[src/bgc_pkg.sv]
// Package with offsets, field positions and reset values of the bridge general control bank
package bgc_pkg;
    // ------------------------------------------------------------
    // Configuration offsets (byte addresses in config space)
    // ------------------------------------------------------------
    localparam logic [7:0] OFF_GEN_CTRL = 8'hd4;
    localparam logic [7:0] OFF_VRSV_A = 8'hd8;
    localparam logic [7:0] OFF_VRSV_B = 8'hd9;
    localparam logic [7:0] OFF_VRSV_STAT = 8'hda;
    localparam logic [11:0] OFF_AER_HDR = 12'h102;
    // ------------------------------------------------------------
    // Reset values
    // ------------------------------------------------------------
    localparam logic [31:0] GEN_CTRL_RST = 32'h8206_c000;
    localparam logic [7:0] VRSV_RST = 8'h00;
    // ------------------------------------------------------------
    // Field positions of the general control word
    // ------------------------------------------------------------
    localparam int BIT_PREFETCH_OFF = 19;
    localparam int STBY_HI = 18;
    localparam int STBY_LO = 16;
    localparam int SLEEP_HI = 15;
    localparam int SLEEP_LO = 13;
    localparam int BIT_CHAN_CAP = 12;
    localparam int BIT_CLK_STOP = 11;
    localparam int BIT_BEACON = 10;
    localparam int SCALE_HI = 9;
    localparam int SCALE_LO = 8;
    localparam int MINPWR_HI = 7;
    localparam int MINPWR_LO = 0;
    // Low twenty bits are owned here; the rest is held read-only at reset value
    localparam logic [31:0] GEN_CTRL_WMASK = 32'h000f_ffff;
    localparam logic [31:0] STICKY_MASK = 32'h0000_0c00;
    // ------------------------------------------------------------
    // Device capability mirror positions and next-capability offsets
    // ------------------------------------------------------------
    localparam int DEVCAP_STBY_LO = 6;
    localparam int DEVCAP_SLEEP_LO = 9;
    localparam logic [11:0] NEXT_CAP_NONE = 12'h000;
    localparam logic [11:0] NEXT_CAP_CHAN = 12'h150;
    // Minimum power scale encodings
    typedef enum logic [1:0] {
        BGC_SCALE_1 = 2'b00,
        BGC_SCALE_0P1 = 2'b01,
        BGC_SCALE_0P01 = 2'b10,
        BGC_SCALE_0P001 = 2'b11
    } bgc_scale_t;
endpackage : bgc_pkg

[src/bgc_sticky_if.sv]
// Interface carrying the sticky control bits between bank and sticky holder
`timescale 1ns/10ps
`default_nettype none
interface bgc_sticky_if;
    logic wr_en;
    logic clk_stop_wdata;
    logic beacon_wdata;
    logic clk_stop;
    logic beacon;
    modport bank (output wr_en, output clk_stop_wdata, output beacon_wdata, input clk_stop, input beacon);
    modport holder (input wr_en, input clk_stop_wdata, input beacon_wdata, output clk_stop, output beacon);
endinterface : bgc_sticky_if
`default_nettype wire
[src/bgc_regs.sv]
// Bridge general control register bank with vendor-reserved registers
// What this block does
// - Prefetch off fetches one dword per burst
// - Standby exit field mirrored into capabilities 8:6
// - Standby codes power-of-two, default code 110
// - Sleep exit field mirrored into capabilities 11:9
// - Bit 12 picks next offset 000h or 150h
// - Bit 11 stops secondary clocks in D3
// - Bit 10 adds beacon to wake from L2
// - Scale field selects minimum power multiplier
// - Minimum power value resets to 00h
// - Non-sticky fields reset by three resets
// - Clock stop and beacon bits are sticky
// - DAh is read-only and reads 00h
// - Vendor registers cleared by three resets
// - General control at D4h, reset 8206C000h
`timescale 1ns/10ps
`default_nettype none
module bgc_regs (
    input wire logic i_clk,
    input wire logic i_rst,
    input wire logic i_fundamental_reset_in,
    input wire logic i_global_reset_in,
    input wire logic i_aux_rst,
    input wire logic i_cfg_wr,
    input wire logic i_cfg_rd,
    input wire logic [7:0] i_cfg_addr,
    input wire logic [3:0] i_cfg_be,
    input wire logic [31:0] i_cfg_wdata,
    input wire logic i_in_d3,
    input wire logic i_l2_wake_req,
    output logic [31:0] o_cfg_rdata,
    output logic o_cfg_rvalid,
    output logic o_burst_prefetch_off,
    output logic o_single_dword_fetch,
    output logic [2:0] o_advertised_standby_exit_delay,
    output logic [2:0] o_advertised_sleep_exit_delay,
    output logic [11:0] o_aer_next_cap,
    output logic o_secondary_clock_stop_en,
    output logic o_secondary_clk_run,
    output logic o_wake_assert,
    output logic o_beacon_assert,
    output logic [1:0] o_min_power_scale,
    output logic [7:0] o_min_power_value
);
    // ------------------------------------------------------------
    // Reset combination and synchronisers
    // ------------------------------------------------------------
    // Slot of each pin in the synchroniser vector
    localparam int PIN_FUND_RST = 0;
    localparam int PIN_GLOB_RST = 1;
    localparam int PIN_D3 = 2;
    localparam int PIN_WAKE = 3;
    localparam int N_PINS = 4;

    logic [N_PINS-1:0] pin_raw;
    logic [N_PINS-1:0] pin_sync;
    logic d3_sync;
    logic wake_sync;
    logic bank_clr;

    // Gather the asynchronous pins in one vector
    assign pin_raw[PIN_FUND_RST] = i_fundamental_reset_in;
    assign pin_raw[PIN_GLOB_RST] = i_global_reset_in;
    assign pin_raw[PIN_D3] = i_in_d3;
    assign pin_raw[PIN_WAKE] = i_l2_wake_req;

    // One two-flop synchroniser per pin; only stage two is read
    for (genvar g = 0; g < N_PINS; g++) begin : g_sync
        logic s1_ff;
        logic s2_ff;
        always_ff @(posedge i_clk or posedge i_rst) begin
            if (i_rst) begin
                s1_ff <= 1'b0;
                s2_ff <= 1'b0;
            end else begin
                s1_ff <= pin_raw[g];
                s2_ff <= s1_ff;
            end
        end
        assign pin_sync[g] = s2_ff;
    end

    // Synchronised levels used by the field effects below
    assign d3_sync = pin_sync[PIN_D3];
    assign wake_sync = pin_sync[PIN_WAKE];

    // i_rst stands for the power-on reset; pins clear the bank synchronously
    // Cost: a pin reset shorter than one clock may be missed
    assign bank_clr = pin_sync[PIN_FUND_RST] | pin_sync[PIN_GLOB_RST];

    // ------------------------------------------------------------
    // Address decode and byte-enable merge
    // ------------------------------------------------------------
    function automatic logic [31:0] be_mask(input logic [3:0] be);
        logic [31:0] m;
        m = '0;
        for (int i = 0; i < 4; i++) begin
            m[i*8 +: 8] = {8{be[i]}};
        end
        return m;
    endfunction : be_mask

    function automatic logic hit(input logic [7:0] a, input logic [7:0] off);
        return a[7:2] == off[7:2];
    endfunction : hit

    // D8h..DAh share one dword; lanes 0..2 are the three vendor bytes
    logic wr_gen;
    logic wr_vrsv;
    logic [31:0] wmask;
    assign wr_gen = i_cfg_wr & hit(i_cfg_addr, bgc_pkg::OFF_GEN_CTRL);
    assign wr_vrsv = i_cfg_wr & hit(i_cfg_addr, bgc_pkg::OFF_VRSV_A);
    assign wmask = be_mask(i_cfg_be);

    // ------------------------------------------------------------
    // Non-sticky general control fields
    // ------------------------------------------------------------
    logic [31:0] ctrl_ff;
    logic [31:0] nxt_ctrl;
    logic [7:0] vrsv_a_ff;
    logic [7:0] vrsv_b_ff;
    logic [7:0] nxt_vrsv_a;
    logic [7:0] nxt_vrsv_b;
    localparam logic [31:0] NS_MASK = bgc_pkg::GEN_CTRL_WMASK & ~bgc_pkg::STICKY_MASK;

    // Upper bits are outside this bank, so they stay at their reset value
    always_comb begin
        nxt_ctrl = ctrl_ff;
        nxt_vrsv_a = vrsv_a_ff;
        nxt_vrsv_b = vrsv_b_ff;
        if (bank_clr) begin
            nxt_ctrl = bgc_pkg::GEN_CTRL_RST;
            nxt_vrsv_a = bgc_pkg::VRSV_RST;
            nxt_vrsv_b = bgc_pkg::VRSV_RST;
        end else begin
            if (wr_gen) begin
                nxt_ctrl = (ctrl_ff & ~(wmask & NS_MASK)) | (i_cfg_wdata & wmask & NS_MASK);
            end
            // Writable though software is expected to leave them at zero
            if (wr_vrsv && i_cfg_be[0]) begin
                nxt_vrsv_a = i_cfg_wdata[7:0];
            end
            if (wr_vrsv && i_cfg_be[1]) begin
                nxt_vrsv_b = i_cfg_wdata[15:8];
            end
        end
    end

    always_ff @(posedge i_clk or posedge i_rst) begin
        if (i_rst) begin
            ctrl_ff <= bgc_pkg::GEN_CTRL_RST;
            vrsv_a_ff <= bgc_pkg::VRSV_RST;
            vrsv_b_ff <= bgc_pkg::VRSV_RST;
        end else begin
            ctrl_ff <= nxt_ctrl;
            vrsv_a_ff <= nxt_vrsv_a;
            vrsv_b_ff <= nxt_vrsv_b;
        end
    end

    // ------------------------------------------------------------
    // Sticky bits live in their own holder on aux power
    // ------------------------------------------------------------
    bgc_sticky_if sif ();

    // Writes during a pin reset are dropped here as in the rest of the bank
    assign sif.wr_en = wr_gen & i_cfg_be[1] & ~bank_clr;
    assign sif.clk_stop_wdata = i_cfg_wdata[bgc_pkg::BIT_CLK_STOP];
    assign sif.beacon_wdata = i_cfg_wdata[bgc_pkg::BIT_BEACON];

    bgc_sticky_hold u_sticky (
        .i_clk(i_clk),
        .i_aux_rst(i_aux_rst),
        .sif(sif)
    );

    logic [31:0] ctrl_view;
    always_comb begin
        ctrl_view = ctrl_ff;
        ctrl_view[bgc_pkg::BIT_CLK_STOP] = sif.clk_stop;
        ctrl_view[bgc_pkg::BIT_BEACON] = sif.beacon;
    end

    // ------------------------------------------------------------
    // Read path: one-cycle registered answer
    // ------------------------------------------------------------
    logic [31:0] rdata_ff;
    logic [31:0] nxt_rdata;
    logic rvalid_ff;
    logic nxt_rvalid;

    // Unmapped offsets read zero; DAh is a constant zero byte
    always_comb begin
        nxt_rvalid = i_cfg_rd;
        nxt_rdata = '0;
        if (i_cfg_rd && hit(i_cfg_addr, bgc_pkg::OFF_GEN_CTRL)) begin
            nxt_rdata = ctrl_view;
        end else if (i_cfg_rd && hit(i_cfg_addr, bgc_pkg::OFF_VRSV_A)) begin
            nxt_rdata = {8'h00, bgc_pkg::VRSV_RST, vrsv_b_ff, vrsv_a_ff};
        end
    end

    always_ff @(posedge i_clk or posedge i_rst) begin
        if (i_rst) begin
            rdata_ff <= '0;
            rvalid_ff <= 1'b0;
        end else begin
            rdata_ff <= nxt_rdata;
            rvalid_ff <= nxt_rvalid;
        end
    end

    assign o_cfg_rdata = rdata_ff;
    assign o_cfg_rvalid = rvalid_ff;

    // ------------------------------------------------------------
    // Field effects on the rest of the bridge
    // ------------------------------------------------------------
    // Set: one dword per burst read; clear: up to cache line end
    assign o_burst_prefetch_off = ctrl_ff[bgc_pkg::BIT_PREFETCH_OFF];
    assign o_single_dword_fetch = ctrl_ff[bgc_pkg::BIT_PREFETCH_OFF];

    // Mirrors are wires, so a write is visible on the very next read
    assign o_advertised_standby_exit_delay =
        ctrl_ff[bgc_pkg::STBY_HI:bgc_pkg::STBY_LO];
    assign o_advertised_sleep_exit_delay =
        ctrl_ff[bgc_pkg::SLEEP_HI:bgc_pkg::SLEEP_LO];

    // Next pointer of the error reporting header
    assign o_aer_next_cap = ctrl_ff[bgc_pkg::BIT_CHAN_CAP] ?
        bgc_pkg::NEXT_CAP_CHAN : bgc_pkg::NEXT_CAP_NONE;

    // Clocks gated only when enabled and in D3
    assign o_secondary_clock_stop_en = sif.clk_stop;
    assign o_secondary_clk_run = ~(sif.clk_stop & d3_sync);

    // Wake always used; beacon added only when enabled
    assign o_wake_assert = wake_sync;
    assign o_beacon_assert = wake_sync & sif.beacon;

    // Scale and value reported raw; consumer applies the multiplier
    assign o_min_power_scale = ctrl_ff[bgc_pkg::SCALE_HI:bgc_pkg::SCALE_LO];
    assign o_min_power_value = ctrl_ff[bgc_pkg::MINPWR_HI:bgc_pkg::MINPWR_LO];

    // ------------------------------------------------------------
    // Usage notes for integrators
    // ------------------------------------------------------------
    // Field map of the low twenty bits of the control word:
    //   19     burst prefetch off
    //   18:16  standby exit delay select, mirrored to capabilities
    //   15:13  sleep exit delay select, mirrored to capabilities
    //   12     channel capability expose, steers next pointer
    //   11     secondary clock stop enable, sticky
    //   10     beacon enable, sticky
    //   9:8    minimum power scale
    //   7:0    minimum power value
    // Bits 31:20 read back their reset value and ignore writes.
    // The sticky pair lives in its own holder so that only the
    // auxiliary reset clears it; the bank resets leave it alone.
    // Pin resets act through the synchronisers, so a write that
    // lands within two clocks of a pin rising may still take effect
    // before the clear; software should not write during reset.
    // The read answer always comes exactly one clock after the
    // read strobe and stands for that single clock only.
    // Lane 3 of the vendor dword and the status lane are read-only.
endmodule : bgc_regs
`default_nettype wire

[src/bgc_sticky_hold.sv]
// Sticky control bits kept alive on auxiliary power
`timescale 1ns/10ps
`default_nettype none
module bgc_sticky_hold (
    input wire logic i_clk,
    input wire logic i_aux_rst,
    bgc_sticky_if.holder sif
);
    logic clk_stop_ff;
    logic beacon_ff;
    logic nxt_clk_stop;
    logic nxt_beacon;

    // Next value: load on a write only
    always_comb begin
        nxt_clk_stop = clk_stop_ff;
        nxt_beacon = beacon_ff;
        if (sif.wr_en) begin
            nxt_clk_stop = sif.clk_stop_wdata;
            nxt_beacon = sif.beacon_wdata;
        end
    end

    // Only the aux-domain reset clears these, bank resets do not
    always_ff @(posedge i_clk or posedge i_aux_rst) begin
        if (i_aux_rst) begin
            clk_stop_ff <= bgc_pkg::GEN_CTRL_RST[bgc_pkg::BIT_CLK_STOP];
            beacon_ff <= bgc_pkg::GEN_CTRL_RST[bgc_pkg::BIT_BEACON];
        end else begin
            clk_stop_ff <= nxt_clk_stop;
            beacon_ff <= nxt_beacon;
        end
    end

    assign sif.clk_stop = clk_stop_ff;
    assign sif.beacon = beacon_ff;
endmodule : bgc_sticky_hold
`default_nettype wire

[config.mk]
export PLATFORM = sky130hd
export DESIGN_NAME = bgc_regs
export DESIGN_NICKNAME = d
export VERILOG_FILES = /design/src/bgc_pkg.sv /design/src/bgc_sticky_if.sv /design/src/bgc_regs.sv /design/src/bgc_sticky_hold.sv
export SDC_FILE = /design/constraint.sdc
export NUM_CORES = 1
export LEC_CHECK = 0
export ABC_AREA = 1
export BUFFER_PORTS_ARGS = -buffer_cell sky130_fd_sc_hd__buf_2
export CELL_PAD_IN_SITES_DETAIL_PLACEMENT = 0
export CELL_PAD_IN_SITES_GLOBAL_PLACEMENT = 1
export CORE_ASPECT_RATIO = 0.9
export CORE_UTILIZATION = 31
export DETAILED_ROUTE_END_ITERATION = 8
export HOLD_SLACK_MARGIN = 0.06
export PLACE_DENSITY_LB_ADDON = 0.08
export SLEW_MARGIN = 20
export SYNTH_ARGS = -nofsm -noshare
export SYNTH_HDL_FRONTEND = slang
export SYNTH_SLANG_ARGS = --single-unit
[constraint.sdc]
create_clock -name i_clk -period 3 [get_ports i_clk]
set_input_delay 0.3 -clock i_clk [delete_from_list [all_inputs] [get_ports i_clk]]
set_output_delay 0.3 -clock i_clk [all_outputs]
set_load 0.05 [all_outputs]
==> metrics.yaml <==
power.switching_uw: 615
tightest_slew_ps: 764
io_pins: 120
die_h_um: 99.2
synthSimpleGateAreaFrac_pct: 24.0
worstPathRequired_ps: 3210
grt_pass1_vias: 2410
wl_mm: 8.01
drc: 0
final_common_cell: "nand2_1"
synth_area_um2: 3260
slew_headroom_pct: 48.9
place.gp.congestion: 0.703
finalSetupViolations: 0
power_frac_clock_pct: 47.7
post_cts_buffers: 0
postSynthCellCount: 379
cts_tree: "yes"
rsz0062_at_grt: "no"
ctsRootBufferMaster: "clkbuf_16"
setup.worst_path.start: "g_sync[1].s2_ff$_DFF_PP0_"
timing.fmax_mhz: 570
seqPwrFrac_pct: 40.7
maxSlewViolCount: 0
insertion_delay_ps: 320
post-route-min-period_ps: 1750
clk_pin_slew_ps: 50
yosysTopAreaCell: "dfrtp_1"
antenna_found_initial: 0
synth_compound_area_share_pct: 6.92
slowest_delay_ps: 650
ys_types: 27
final_nets: 499
multiInputGateArea_um2: 1050
area_delta_synth_final_pct: 20.4
switching_share_pct: 25.9
powerDensity_nw_per_um2: 605
synth_top_family_by_area: "simple AND/OR/NAND/NOR gates"
htree_levels: 3
combPwrFrac_pct: 11.6
synth.mux.area_fraction_pct: 0
p_leak_uw: 0.00215
yosysSeqAreaShare_pct: 52.4
path_common_cell: "nand2_1"
worstPathCellList: "nor2_4, inv_2, nor2_1, nand2_1, nand2_1, nand2_1"
finalCritPeriodShare_pct: 58.5
max_cap_viol_count: 0
synth_area_leaders: "dfrtp_1, nand2_1, buf_4"
drive_above_1_share_pct: 29.3
drt-initial-drc-count: 115
die_area_um2: 10900
layout_common_cells: "nand2_1, buf_2, dfrtp_1, inv_1, nand3_1"
avgSynthCellArea_um2: 8.59
core_region_area_um2: 10200
cp-end-kind: "flop"
synth_top_area_share_pct: 48.4
diodes: 0
clock-sinks: 68
initial_core_util_pct: 31.8
drt-wirelength-per-cell_um: 13.8
critPathKind: "reg -> reg"
synthAdderAreaFrac_pct: 0
reg2reg_from: "g_sync[1].s2_ff$_DFF_PP0_"
regArea_um2: 1710
fin_ws_ps: 1250
yosys_warnings: 0
fp-row-count: 35
die_x_um: 110
synthXorXnorAreaFrac_pct: 0
routed_via_density: 4.38
grt_max_degree: 35
ant_nets: 0
dpl.hpwl_mm: 5.15
setup_tns_ps: 0
cp-start-kind: "flop"
dr_total_vias: 2543
cp_max_fo: 23
finalPower_uw: 2370
port_buffers: 95
grt_pass1_wl_mm: 12.8
numCtsBuffers: 9
hp-class: "in -> reg"
grt_usage_pct: 16.0
cts_buffer_depth: 2
internal-power_uw: 1760
skew_ps: 4.76
vdd_drop_max_uv: 234
dp_slack_ps: 1230
fill_cells: 1097
final_hold_viol_count: 0
crit_path_top_delay_cell: "nor2_1"
overflow: 0
status: "finished, final reports clean"
ys_ff_latch: 68
post_cts_resized: 0
crit_arrival_ps: 1970
firstDrtPassIters: 4
hp-start: "i_fundamental_reset_in"
cell type report:
type | instances | share of cell area, %
Clock buffer | 12 | 6.28
Sequential cell | 68 | 43.5
Timing Repair Buffer | 99 | 13.3
Tap cell | 129 | 4.11
Multi-Input combinational cell | 224 | 26.7
Clock inverter | 4 | 1.85
Inverter | 44 | 4.21
worst paths after layout:
| path | endpoint | cells after the start | slack [ps] |
|---|---|---|---|
| min in group asynchronous | ctrl_ff[16]$_DFFE_PP0P_ | 2 | 100 |
| worst min register to register | g_sync[0].s2_ff$_DFF_PP0_ | 0 | 350 |
| max in group asynchronous | ctrl_ff[15]$_DFFE_PP1P_ | 3 | 2170 |
| worst max register to register | u_sticky.sif.clk_stop$_DFFE_PP0P_ | 6 | 1250 |
| worst max-delay path | u_sticky.sif.clk_stop$_DFFE_PP0P_ | 6 | 1250 |
| worst min-delay path | g_sync[0].s1_ff$_DFF_PP0_ | 1 | 80 |
worst max-delay path: cells and delay by family (launching register included):
family | cells | cell delay [ps]
flops | 1 | 390
buf+inv | 1 | 190
simple gates | 5 | 1060
registers in the layout (all words and copies together) (netlist names):
signal / cells
ctrl_ff: 19
d3_sync: 1
g_sync.s1_ff: 4
g_sync.s2_ff: 2
o_cfg_rdata: 22
o_cfg_rvalid: 1
o_wake_assert: 1
u_sticky.sif.beacon: 1
u_sticky.sif.clk_stop: 1
vrsv_a_ff: 8
vrsv_b_ff: 8
stage by stage:
| step | hold WS [ps] | std cells | instance area (µm²) | util (%) |
|---|---|---|---|---|
| after floorplan | 41.2 | 388 | 3290 | - |
| after global placement | 150 | 562 | 3580 | 35.0 |
| after detailed placement | 152 | 562 | 3580 | 35.0 |
| after CTS | 63.8 | 579 | 3910 | 38.2 |
| after global routing | 60.4 | 580 | 3920 | 38.3 |
| final | 80.6 | 580 | 3920 | 38.3 |
kinds of logic (layout without fill, tap and decap cells):
logic type	after synthesis	in the layout
buffers and inverters	96	159
AO/OA/AOI/OAI	42	42
flip-flops	68	68
AND/OR/NAND/NOR	172	172
other	1	10
power groups by stage:
| stage | clock network (µW) | registers [µW] | logic [µW] |
|---|---|---|---|
| finish | 1130 | 965 | 275 |
| global route | 1210 | 969 | 302 |
| CTS | 1170 | 966 | 280 |
| detailed placement | 0 | 982 | 278 |
| global placement | 0 | 980 | 277 |
| floorplan | 0 | 990 | 222 |
routing by layer:
metal	global-route usage, %	share of wire (%)
met3	4.33	5.9
met2	24.4	45
met5	0	0
met4	4.31	0.47
met1	22.3	48
Yosys cell counts (all sizes together):
cell / instances
nor2: 19
nand3: 39
conb: 1
a21oi: 14
clkbuf: 2
o211ai: 4
dfstp: 5
dfrtp: 63
buf: 50
o22ai: 4
o21ai: 20
nand2: 112
nand4: 2
inv: 44
what timing repair did:
item,4_1_cts,5_1_grt
hold buffers,1,1
endpoints found under the setup margin,0,0
hold endpoints to repair,2,1
No activity file was read; power rests on OpenSTA's default activity.
